**config.mk**
```make
export PLATFORM = sky130hd
export DESIGN_NAME = fcs_supervisor
export DESIGN_NICKNAME = d
export VERILOG_FILES = /design/src/shared/fcs_pkg.sv /design/src/hdl/fcs_err_scale.sv /design/src/hdl/fcs_mon_chan.sv /design/src/hdl/fcs_supervisor.sv
export SDC_FILE = /design/constraint.sdc
export NUM_CORES = 2
export LEC_CHECK = 0
export BUFFER_PORTS_ARGS = -buffer_cell sky130_fd_sc_hd__buf_2
export CAP_MARGIN = 5
export CORE_MARGIN = 3
export CORE_UTILIZATION = 45
export DETAILED_ROUTE_END_ITERATION = 12
export PLACE_DENSITY_LB_ADDON = 0.3
export SLEW_MARGIN = 5
export SYNTH_ARGS = -nofsm -noshare
export SYNTH_HDL_FRONTEND = slang
export SYNTH_SLANG_ARGS = --single-unit
```
**constraint.sdc**
```tcl
create_clock -name core_clk -period 101.8 [get_ports core_clk]
set_clock_uncertainty 0.15 [all_clocks]
set_input_delay 0 -clock core_clk [delete_from_list [all_inputs] [get_ports core_clk]]
set_output_delay 0 -clock core_clk [all_outputs]
set_load 0.03 [all_outputs]
```
**src/shared/fcs_pkg.sv**
```systemverilog
package fcs_pkg;

  // ==========================================================
  // Register offsets
  localparam logic [7:0] ADDR_CTRL    = 8'h00;
  localparam logic [7:0] ADDR_LIMIT   = 8'h04;
  localparam logic [7:0] ADDR_MULT    = 8'h08;
  localparam logic [7:0] ADDR_MON_SEL = 8'h0c;
  localparam logic [7:0] ADDR_STATUS  = 8'h10;
  localparam logic [7:0] ADDR_ERROR   = 8'h14;
  localparam logic [7:0] ADDR_CMD     = 8'h18;

  // ==========================================================
  // Field positions and widths
  localparam int DIGIT_W        = 4;
  localparam int CTRL_MODE_LSB  = 0;
  localparam int CTRL_FBSEL_LSB = 4;
  localparam int CTRL_G1_LSB    = 8;
  localparam int CTRL_G2_LSB    = 12;
  localparam int SEL_W          = 8;
  localparam int MON1_LSB       = 0;
  localparam int MON2_LSB       = 8;
  localparam int CMD_ALM_RST    = 0;
  localparam int CMD_RESTART    = 1;
  localparam int ST_OVERFLOW    = 0;
  localparam int ST_PARAM       = 1;
  localparam int ST_FB_EXT      = 2;
  localparam int ST_STOP_REQ    = 3;
  localparam int ST_ACTION_LSB  = 4;
  localparam int ST_FULLY       = 6;
  localparam int ST_OPTION      = 7;
  localparam int LIMIT_W        = 31;
  localparam int MULT_W         = 7;

  // ==========================================================
  // Reset values and codes
  localparam logic [LIMIT_W-1:0] LIMIT_RST    = 31'h0000_03e8;
  localparam logic [LIMIT_W-1:0] LIMIT_MAX    = 31'h4000_0000;
  localparam logic [MULT_W-1:0]  MULT_RST     = 7'h14;
  localparam logic [MULT_W-1:0]  MULT_MAX     = 7'h64;
  localparam logic [SEL_W-1:0]   MON1_RST     = 8'h02;
  localparam logic [SEL_W-1:0]   MON2_RST     = 8'h00;
  localparam logic [SEL_W-1:0]   MON_CODE_ERR = 8'h07;
  localparam logic [DIGIT_W-1:0] DIGIT_RST    = 4'h0;
  localparam logic [DIGIT_W-1:0] FB_EXTERNAL  = 4'h1;
  localparam logic [DIGIT_W-1:0] G2_SAME_G1   = 4'h1;

  typedef enum logic [1:0] {STOP_NONE, STOP_BRAKE, STOP_COAST, STOP_ZERO_SPEED} fcs_stop_e;

endpackage

```
**src/hdl/fcs_err_scale.sv**
```systemverilog
`timescale 1ns/10ps
module fcs_err_scale #(
  parameter int W = 32
) (
  // Error carried into the next rotation
  input  wire logic signed [W-1:0]              err_in,
  input  wire logic        [fcs_pkg::MULT_W-1:0] mult_pct,
  output logic signed      [W-1:0]              err_out
);

  // ==========================================================
  // Keep (100 - pct) percent; division truncates toward zero
  logic        [fcs_pkg::MULT_W-1:0] keep_pct;
  logic signed [W+8:0]               product;
  logic signed [W+8:0]               quotient;

  assign keep_pct = fcs_pkg::MULT_MAX - mult_pct;
  assign product  = (W+9)'(err_in) * $signed({2'h0, keep_pct});
  assign quotient = product / $signed((W+9)'(fcs_pkg::MULT_MAX));
  assign err_out  = quotient[W-1:0];

endmodule // fcs_err_scale

```
**src/hdl/fcs_mon_chan.sv**
```systemverilog
`timescale 1ns/10ps
module fcs_mon_chan #(
  parameter int W     = 32,
  parameter int OUT_W = 16
) (
  // Clock and reset
  input  wire logic                            core_clk,
  input  wire logic                            srst,
  // Selector and source
  input  wire logic [fcs_pkg::SEL_W-1:0]       sel,
  input  wire logic signed [W-1:0]             err,
  // Monitor level, one count per 0.01 V
  output logic signed [OUT_W-1:0]              mon_out
);

  localparam logic signed [W-1:0] POS_LIM = W'((1 << (OUT_W-1)) - 1);
  localparam logic signed [W-1:0] NEG_LIM = -POS_LIM;

  logic signed [OUT_W-1:0] sat_err;
  logic signed [OUT_W-1:0] next_mon;

  // Saturate so a large error pins the monitor instead of wrapping
  assign sat_err  = (err > POS_LIM) ? POS_LIM[OUT_W-1:0] :
                    (err < NEG_LIM) ? NEG_LIM[OUT_W-1:0] : err[OUT_W-1:0];
  assign next_mon = (sel == fcs_pkg::MON_CODE_ERR) ? sat_err : '0;

  always_ff @(posedge core_clk)
  begin
    if (srst)
      mon_out <= '0;
    else
      mon_out <= next_mon;
  end
endmodule // fcs_mon_chan

```
**src/hdl/fcs_supervisor.sv**
```systemverilog
// Chosen here: the address-and-strobe port and the placing of the registers.
`timescale 1ns/10ps
// Functional notes
// Fully-closed: raise overflow alarm when motor-load error exceeds programmed limit.
// Limit zero disables the overflow alarm entirely.
// Each new rotation starts with previous error scaled by (100 - multiplier)%.
// Multiplier zero: load reading used as is, no carried correction.
// Monitor code 07 outputs motor-load error at 0.01 V per unit.
// Speed feedback source: 0 motor, 1 external; applied only at restart.
// Speed feedback source ignored while loop control mode digit is 0.
// Group-one alarm stops motor per group-one method, default dynamic brake.
// Group-two alarm stops motor per group-two method, default zero speed.
// Under torque control every alarm uses the group-one stop method.
// Group-two method 1 means stop exactly as group one.
// Parameter alarm when option module and loop control mode disagree.
// Limit and multiplier act at once; overflow alarm latched until alarm reset.
module fcs_supervisor #(
  parameter int POS_W = 32,
  parameter int MON_W = 16
) (
  // Clock and reset
  input  wire logic                     core_clk,
  input  wire logic                     srst,
  // Register port
  input  wire logic [7:0]               reg_addr,
  input  wire logic [31:0]              reg_wdata,
  input  wire logic                     reg_wr,
  input  wire logic                     reg_rd,
  output logic      [31:0]              reg_rdata,
  // Position feedback
  input  wire logic [POS_W-1:0]         motor_pos,
  input  wire logic [POS_W-1:0]         load_pos,
  input  wire logic                     pos_valid,
  input  wire logic                     rotation_tick,
  // Operating conditions
  input  wire logic                     torque_ctrl,
  input  wire logic                     option_fc_pin,
  input  wire logic                     group1_alarm_in,
  input  wire logic                     group2_alarm_in,
  // Alarms and stop request
  output logic                          motor_load_error_overflow_alarm,
  output logic                          param_setting_alarm,
  output logic                          stop_req,
  output fcs_pkg::fcs_stop_e            stop_action,
  // Speed feedback source
  output logic                          speed_fb_external,
  // Analog monitors
  output logic signed [MON_W-1:0]       mon1_out,
  output logic signed [MON_W-1:0]       mon2_out
);

  // ==========================================================
  // Software settings
  logic [fcs_pkg::DIGIT_W-1:0] loop_control_mode_digit;
  logic [fcs_pkg::DIGIT_W-1:0] speed_feedback_source_select;
  logic [fcs_pkg::DIGIT_W-1:0] group1_stop_method;
  logic [fcs_pkg::DIGIT_W-1:0] group2_stop_method;
  logic [fcs_pkg::LIMIT_W-1:0] motor_load_error_limit;
  logic [fcs_pkg::MULT_W-1:0]  per_rotation_error_multiplier;
  logic [fcs_pkg::SEL_W-1:0]   analog_monitor1_select;
  logic [fcs_pkg::SEL_W-1:0]   analog_monitor2_select;

  wire wr_ctrl  = reg_wr && (reg_addr == fcs_pkg::ADDR_CTRL);
  wire wr_limit = reg_wr && (reg_addr == fcs_pkg::ADDR_LIMIT);
  wire wr_mult  = reg_wr && (reg_addr == fcs_pkg::ADDR_MULT);
  wire wr_mon   = reg_wr && (reg_addr == fcs_pkg::ADDR_MON_SEL);
  wire wr_cmd   = reg_wr && (reg_addr == fcs_pkg::ADDR_CMD);
  wire alarm_reset = wr_cmd && reg_wdata[fcs_pkg::CMD_ALM_RST];
  wire restart     = wr_cmd && reg_wdata[fcs_pkg::CMD_RESTART];

  // Out-of-range settings clamp to the top of their range
  wire [fcs_pkg::LIMIT_W-1:0] limit_wdata =
    (reg_wdata > 32'(fcs_pkg::LIMIT_MAX)) ? fcs_pkg::LIMIT_MAX : reg_wdata[fcs_pkg::LIMIT_W-1:0];
  wire [fcs_pkg::MULT_W-1:0] mult_wdata =
    (reg_wdata > 32'(fcs_pkg::MULT_MAX)) ? fcs_pkg::MULT_MAX : reg_wdata[fcs_pkg::MULT_W-1:0];

  always_ff @(posedge core_clk)
  begin
    if (srst)
    begin
      loop_control_mode_digit      <= fcs_pkg::DIGIT_RST;
      speed_feedback_source_select <= fcs_pkg::DIGIT_RST;
      group1_stop_method           <= fcs_pkg::DIGIT_RST;
      group2_stop_method           <= fcs_pkg::DIGIT_RST;
    end
    else if (wr_ctrl)
    begin
      loop_control_mode_digit      <= reg_wdata[fcs_pkg::CTRL_MODE_LSB +: fcs_pkg::DIGIT_W];
      speed_feedback_source_select <= reg_wdata[fcs_pkg::CTRL_FBSEL_LSB +: fcs_pkg::DIGIT_W];
      group1_stop_method           <= reg_wdata[fcs_pkg::CTRL_G1_LSB +: fcs_pkg::DIGIT_W];
      group2_stop_method           <= reg_wdata[fcs_pkg::CTRL_G2_LSB +: fcs_pkg::DIGIT_W];
    end
  end

  // Limit and multiplier act from the next cycle on
  always_ff @(posedge core_clk)
  begin
    if (srst)
    begin
      motor_load_error_limit        <= fcs_pkg::LIMIT_RST;
      per_rotation_error_multiplier <= fcs_pkg::MULT_RST;
      analog_monitor1_select        <= fcs_pkg::MON1_RST;
      analog_monitor2_select        <= fcs_pkg::MON2_RST;
    end
    else
    begin
      if (wr_limit)
        motor_load_error_limit <= limit_wdata;
      if (wr_mult)
        per_rotation_error_multiplier <= mult_wdata;
      if (wr_mon)
      begin
        analog_monitor1_select <= reg_wdata[fcs_pkg::MON1_LSB +: fcs_pkg::SEL_W];
        analog_monitor2_select <= reg_wdata[fcs_pkg::MON2_LSB +: fcs_pkg::SEL_W];
      end
    end
  end

  // ==========================================================
  // Option module strap, two-stage synchroniser
  logic option_meta;
  logic option_sync;

  always_ff @(posedge core_clk)
  begin
    if (srst)
    begin
      option_meta <= 1'b0;
      option_sync <= 1'b0;
    end
    else
    begin
      option_meta <= option_fc_pin;
      option_sync <= option_meta;
    end
  end

  wire fully_closed = (loop_control_mode_digit != fcs_pkg::DIGIT_RST);

  // ==========================================================
  // Motor-load error with per-rotation carry
  logic signed [POS_W-1:0] raw_err;
  logic signed [POS_W-1:0] err_base;
  logic signed [POS_W-1:0] carried_err;

  wire signed [POS_W-1:0] eff_err = raw_err - err_base;
  wire        [POS_W-1:0] err_abs = eff_err[POS_W-1] ? POS_W'(-eff_err) : eff_err;
  wire                    mult_zero = (per_rotation_error_multiplier == '0);

  fcs_err_scale #(
    .W        (POS_W)
  ) u_scale (
    .err_in   (eff_err),
    .mult_pct (per_rotation_error_multiplier),
    .err_out  (carried_err)
  );

  always_ff @(posedge core_clk)
  begin
    if (srst)
      raw_err <= '0;
    else if (pos_valid)
      raw_err <= motor_pos - load_pos;
  end

  // New base makes the error restart at its scaled value
  always_ff @(posedge core_clk)
  begin
    if (srst)
      err_base <= '0;
    else if (mult_zero)
      err_base <= '0;
    else if (rotation_tick && !pos_valid)
      err_base <= raw_err - carried_err;
  end

  // ==========================================================
  // Alarms
  wire limit_on    = (motor_load_error_limit != '0);
  wire over_limit  = fully_closed && limit_on && (err_abs > POS_W'(motor_load_error_limit));
  wire param_clash = option_sync != fully_closed;

  // A new overflow beats a reset arriving in the same cycle
  always_ff @(posedge core_clk)
  begin
    if (srst)
      motor_load_error_overflow_alarm <= 1'b0;
    else if (over_limit)
      motor_load_error_overflow_alarm <= 1'b1;
    else if (alarm_reset)
      motor_load_error_overflow_alarm <= 1'b0;
  end

  // Alarm reset cannot clear this one; only srst does
  always_ff @(posedge core_clk)
  begin
    if (srst)
      param_setting_alarm <= 1'b0;
    else if (param_clash)
      param_setting_alarm <= 1'b1;
  end

  // ==========================================================
  // Speed feedback source, sampled at restart only
  logic fb_ext_pending;

  always_ff @(posedge core_clk)
  begin
    if (srst)
      fb_ext_pending <= 1'b0;
    else if (restart)
      fb_ext_pending <= (speed_feedback_source_select == fcs_pkg::FB_EXTERNAL);
  end

  always_ff @(posedge core_clk)
  begin
    if (srst)
      speed_fb_external <= 1'b0;
    else
      speed_fb_external <= fb_ext_pending && fully_closed;
  end

  // ==========================================================
  // Stop method selection
  wire group1_hit = group1_alarm_in || motor_load_error_overflow_alarm || param_setting_alarm;
  wire group2_hit = group2_alarm_in;

  wire fcs_pkg::fcs_stop_e g1_action = (group1_stop_method == fcs_pkg::DIGIT_RST) ?
                                       fcs_pkg::STOP_BRAKE : fcs_pkg::STOP_COAST;
  wire g2_as_g1 = torque_ctrl || (group2_stop_method == fcs_pkg::G2_SAME_G1);
  wire fcs_pkg::fcs_stop_e g2_action = g2_as_g1 ? g1_action : fcs_pkg::STOP_ZERO_SPEED;
  wire fcs_pkg::fcs_stop_e next_action = group1_hit ? g1_action :
                                         group2_hit ? g2_action : fcs_pkg::STOP_NONE;

  always_ff @(posedge core_clk)
  begin
    if (srst)
    begin
      stop_action <= fcs_pkg::STOP_NONE;
      stop_req    <= 1'b0;
    end
    else
    begin
      stop_action <= next_action;
      stop_req    <= group1_hit || group2_hit;
    end
  end

  // ==========================================================
  // Analog monitor channels
  logic [fcs_pkg::SEL_W-1:0]  mon_sel [2];
  logic signed [MON_W-1:0]    mon_val [2];

  assign mon_sel[0] = analog_monitor1_select;
  assign mon_sel[1] = analog_monitor2_select;
  assign mon1_out   = mon_val[0];
  assign mon2_out   = mon_val[1];

  for (genvar ch = 0; ch < 2; ch++)
  begin : g_mon
    fcs_mon_chan #(
      .W        (POS_W),
      .OUT_W    (MON_W)
    ) u_mon (
      .core_clk (core_clk),
      .srst     (srst),
      .sel      (mon_sel[ch]),
      .err      (eff_err),
      .mon_out  (mon_val[ch])
    );
  end

  // ==========================================================
  // Read path, data valid only in the cycle after the strobe
  wire [31:0] ctrl_word = {16'h0000, group2_stop_method, group1_stop_method,
                           speed_feedback_source_select, loop_control_mode_digit};
  wire [31:0] status_word = {24'h00_0000, option_sync, fully_closed, stop_action, stop_req,
                             speed_fb_external, param_setting_alarm, motor_load_error_overflow_alarm};
  wire [31:0] read_mux =
    (reg_addr == fcs_pkg::ADDR_CTRL)    ? ctrl_word :
    (reg_addr == fcs_pkg::ADDR_LIMIT)   ? 32'(motor_load_error_limit) :
    (reg_addr == fcs_pkg::ADDR_MULT)    ? 32'(per_rotation_error_multiplier) :
    (reg_addr == fcs_pkg::ADDR_MON_SEL) ? {16'h0000, analog_monitor2_select, analog_monitor1_select} :
    (reg_addr == fcs_pkg::ADDR_STATUS)  ? status_word :
    (reg_addr == fcs_pkg::ADDR_ERROR)   ? 32'(eff_err) : 32'h0000_0000;

  always_ff @(posedge core_clk)
  begin
    if (srst)
      reg_rdata <= '0;
    else
      reg_rdata <= reg_rd ? read_mux : 32'h0000_0000;
  end
endmodule // fcs_supervisor

```
==> impl.org <==
** Outcome
- Outcome :: complete, no violations

** Route
- Routed wirelength normalized by instance count :: 18.7 um
- The first TritonRoute pass finished after 6 iterations.
- In this run, the number of DRC markers left after iteration 0 of detailed routing was roughly 2200.
- DRC violation count after routing :: 0
- Using the TritonRoute via totals, the vias-per-cell ratio works out to 5.96.
- Total Wirelength :: 96600 um
- The detailed router placed 30736 vias in this run.
- Once detail routing completed, the nets flagged for antenna violations numbered 0.

** Hold path
- The worst hold path terminates at raw_err[6]$_SDFFE_PP0P_.
- Worst hold stages :: 4
- Type of the worst min-delay path :: in -> reg
- The startpoint identified for the worst hold timing path is pos_valid.

** Clocking
- Total number of clock tree sinks :: 207
- Setup Buffers After CTS :: 0
- Clock tree synthesis selected as its root buffer the cell sky130_fd_sc_hd__clkbuf_16.
- The number of gates resized after CTS was 0.
- Number of CTS-inserted buffers :: 24
- Clock latency on the worst-skew pair :: 540 ps
- Buffers inserted to repair hold after CTS numbered ~140.
- Clock transition at the registers of the reported paths :: 60 ps
- CTS tree :: done
- Bufs on Longest Clock Path :: 3
- CTS H-tree depth :: 1

** Global routing
- Met3 Resource Use GR :: 2.78%
- Busiest layer in global routing :: met2
- Met2 layer usage reported by global route :: 44.1%
- The number of antenna violations at the first check in global routing came to 0.
- Met1 usage :: 33.3%
- The total overflow left after global routing is 0.
- Vias in the first global route :: 29347
- Global-route wire length before repair :: 156000 um
- GRT Total Usage :: about a quarter
- Entering global routing, the biggest net connects 60 pins.

** Worst setup path
- Start of the worst register-to-register path :: raw_err[0]$_SDFFE_PP0P_
- Most common cell on crit path :: sky130_fd_sc_hd__a21oi_1
- Worst path max stage delay :: slightly below 800 ps
- For this design, the slowest cell found on the critical path is sky130_fd_sc_hd__a41oi_1.
- Across all register-to-register paths, the minimum setup slack is 60550 ps.
- Data on the critical path is required at its endpoint by 102120 ps.
- The most critical setup path has its startpoint at raw_err[0]$_SDFFE_PP0P_.
- Sort of element at the start of the critical path :: register
- The worst register-to-register path has a depth of 157.
- The kind of cell with the highest combined delay along the critical path is compound AO/OA/AOI/OAI gates.
- Critical path data arrival time :: 41570 ps
- Capture point of the worst reg-to-reg path :: err_base[30]$_SDFFE_PP0P_
- The worst setup path is captured at a register.
- In this run the worst path has a maximum fanout of 20.
- Startpoint-to-endpoint class of the critical path :: reg -> reg
- Buffers plus inverters on the worst setup path :: 6

** Yosys
- The most used flip-flop cell after synthesis is sky130_fd_sc_hd__dfxtp_1.
- The share of the Yosys chip area taken by registers is approximately an eighth.
- The number of nets handed over by synthesis was 4467.
- For this run, the number of Yosys warnings is 0.
- Synthesis inferred 207 register bits.
- The mapped netlist covers about 32000 sq um.
- The synthesized design contains 0 enable-type register cells.
- A synthesized cell averages 7.99 sq um.
- After technology mapping, the gate count stands at a little under 4000.
- Number of unique standard cell types used by synthesis :: 178
- Share of synthesized registers carrying an async set or reset :: 0%

** STA
- Setup repair after global routing left no endpoint under its margin.
- Summed over all failing endpoints, the final setup total negative slack is 0 ps.
- Max Transition Viols Final :: 0
- Worst slew slack as a fraction of its limit :: about 23%
- After layout, the worst path uses between 40% and 50% of the clock period.
- Transition time at the pin with the least slew margin :: ~1200 ps
- For the finished layout, the period the worst path requires is between 40000 and 50000 ps.
- The total count of hold-check failures in the final report was 0.
- Static timing analysis puts the maximum clock frequency at 24.2 MHz.
- Number of setup violations in the final report :: 0

** Placed design
- Estimated wirelength of the detail-placed design :: 75900 um
- The congestion estimate from routability-driven global placement came to 0.966.
- Input and output buffers added on the ports amount to 183.

** Cells and area
- Inserted Diodes :: 0
- Relative to the synthesized area, the layout overhead comes to 12.1%.
- At the end of the flow, the number of nets in the layout was 4704.
- Share of layout cells above drive strength 1 :: 14.4%

** Die
- Overall die height :: 272 um
- The region available for standard cell placement spans about 69000 sq um.
- In this run the count of I/O pins placed on the die edge is 184.
- The die is 272 um wide.
- The die covers 73800 sq um.
- Once the floorplan was initialized, standard cells occupied ~46% of the core.
- Row count :: 96

** Run
- Across the run, the number of max-cap violations was 0.
cell usage after synthesis, types with 28 or more instances:
cell type	instances	area share, %
sky130_fd_sc_hd__nor2b_1	39	0.77
sky130_fd_sc_hd__nand4_1	49	0.97
sky130_fd_sc_hd__a211oi_1	37	0.87
sky130_fd_sc_hd__and2_1	40	0.79
sky130_fd_sc_hd__o21bai_1	56	1.3
sky130_fd_sc_hd__nor3_1	78	1.2
sky130_fd_sc_hd__clkbuf_1	98	1.2
sky130_fd_sc_hd__o211ai_1	32	0.76
sky130_fd_sc_hd__nand2b_1	31	0.61
sky130_fd_sc_hd__o21ai_1	39	0.61
sky130_fd_sc_hd__a21oi_1	310	4.9
sky130_fd_sc_hd__a22oi_1	42	0.99
sky130_fd_sc_hd__o21ai_0	101	1.6
sky130_fd_sc_hd__xnor2_1	170	4.7
sky130_fd_sc_hd__nor4_1	37	0.73
sky130_fd_sc_hd__ha_1	210	8.3
sky130_fd_sc_hd__a31oi_1	51	1.0
sky130_fd_sc_hd__a21o_1	92	2.2
sky130_fd_sc_hd__buf_6	31	1.1
sky130_fd_sc_hd__inv_1	317	3.7
sky130_fd_sc_hd__nor2_1	378	4.5
sky130_fd_sc_hd__nand3_1	80	1.3
sky130_fd_sc_hd__nand2_1	367	4.3
sky130_fd_sc_hd__xor2_1	115	3.2
sky130_fd_sc_hd__fa_1	169	11
sky130_fd_sc_hd__mux2i_1	52	1.6
sky130_fd_sc_hd__a221oi_1	28	0.77
sky130_fd_sc_hd__dfxtp_1	207	13
stage by stage:
stage / utilization, % / setup slack (ps) / hold slack (ps) / area (sq um) / std cells
floorplan: - / 66350 / -21.8 / 31700 / 3974
global placement: 48.1 / 61960 / 68.9 / 33300 / 4974
detailed placement: 48.1 / 60960 / 72.7 / 33300 / 4974
CTS: 51.4 / 60870 / 0.688 / 35600 / 5158
global route: 51.4 / 56960 / 43.2 / 35600 / 5158
finish: 51.4 / 60550 / 14.9 / 35600 / 5158
worst reg2reg max path: cells and delay by family, from the launching register on:
kind	cells	cell delay, ps
mux	3	520
compound gates	103	26350
fa+ha+maj	11	4480
buf+inv	6	390
simple gates	29	7750
xor+xnor	5	1220
flops	1	310
layout make-up:
type                            instances  area (sq um)
Clock inverter                         11           200
Multi-Input combinational cell       3280         25500
Inverter                              319          1200
Timing Repair Buffer                  379          2750
Tap cell                              931          1160
Clock buffer                           31           677
Sequential cell                       207          4140
Fill cell                            6715         33600
logic make-up after synthesis:
kind of cell,share of synthesized area [%]
compound gates,29.1
xor+xnor,8.58
buf+inv,7.07
flops,13.1
fa+ha+maj,19.5
simple gates,20.4
mux,2.36
placed cells by master (no fill, tap or decap), drive strengths merged, types with 16 or more instances in the layout:
master         n
o2111ai       16
xnor2        178
o21bai        58
or2           21
a221o         18
ha           210
and2          56
mux2i         56
a31oi         56
a221oi        35
dfxtp        207
o211ai        36
a21o         104
clkbuf        31
inv          317
nor3          90
dlygate4sd3  142
maj3          17
nand3         84
o31ai         26
and3          34
a22o          26
nand2b        32
or3           28
nand4         51
o21ai        154
nor2         386
o211a         18
o21a          40
nor4          42
nand2        374
nor2b         40
a21oi        330
a211oi        47
a22oi         45
o22ai         18
fa           169
xor2         121
buf          237
registers in the layout, indices dropped and copies added, names as in the netlist, 7 cells and up:
register,cells
analog_monitor1_select,8
analog_monitor2_select,8
err_base,32
g_mon.u_mon.mon_out,32
motor_load_error_limit,31
per_rotation_error_multiplier,7
raw_err,32
reg_rdata,32
per-layer routing:
layer  vias up  wire length [um]  share of wire (%)
met3       172              5970                6.2
li1      14754                 -                  -
met4         0              2630                2.7
met1     14697             41600                 43
met2      1113             46400                 48
met5         -                 0                  0
how the worst max path moves through the flow:
stage	cells after the start	end	slack (ps)
3_5_place_dp	157	err_base[30]$_SDFFE_PP0P_	60960
3_3_place_gp	157	err_base[30]$_SDFFE_PP0P_	61960
6_report	157	err_base[30]$_SDFFE_PP0P_	60550
5_1_grt	156	err_base[30]$_SDFFE_PP0P_	56960
2_1_floorplan	166	err_base[30]$_SDFFE_PP0P_	66350
4_1_cts	157	err_base[30]$_SDFFE_PP0P_	60870
Power is not shown: default switching activity piles up to over one toggle a cycle in this logic, so the estimate is an artifact.
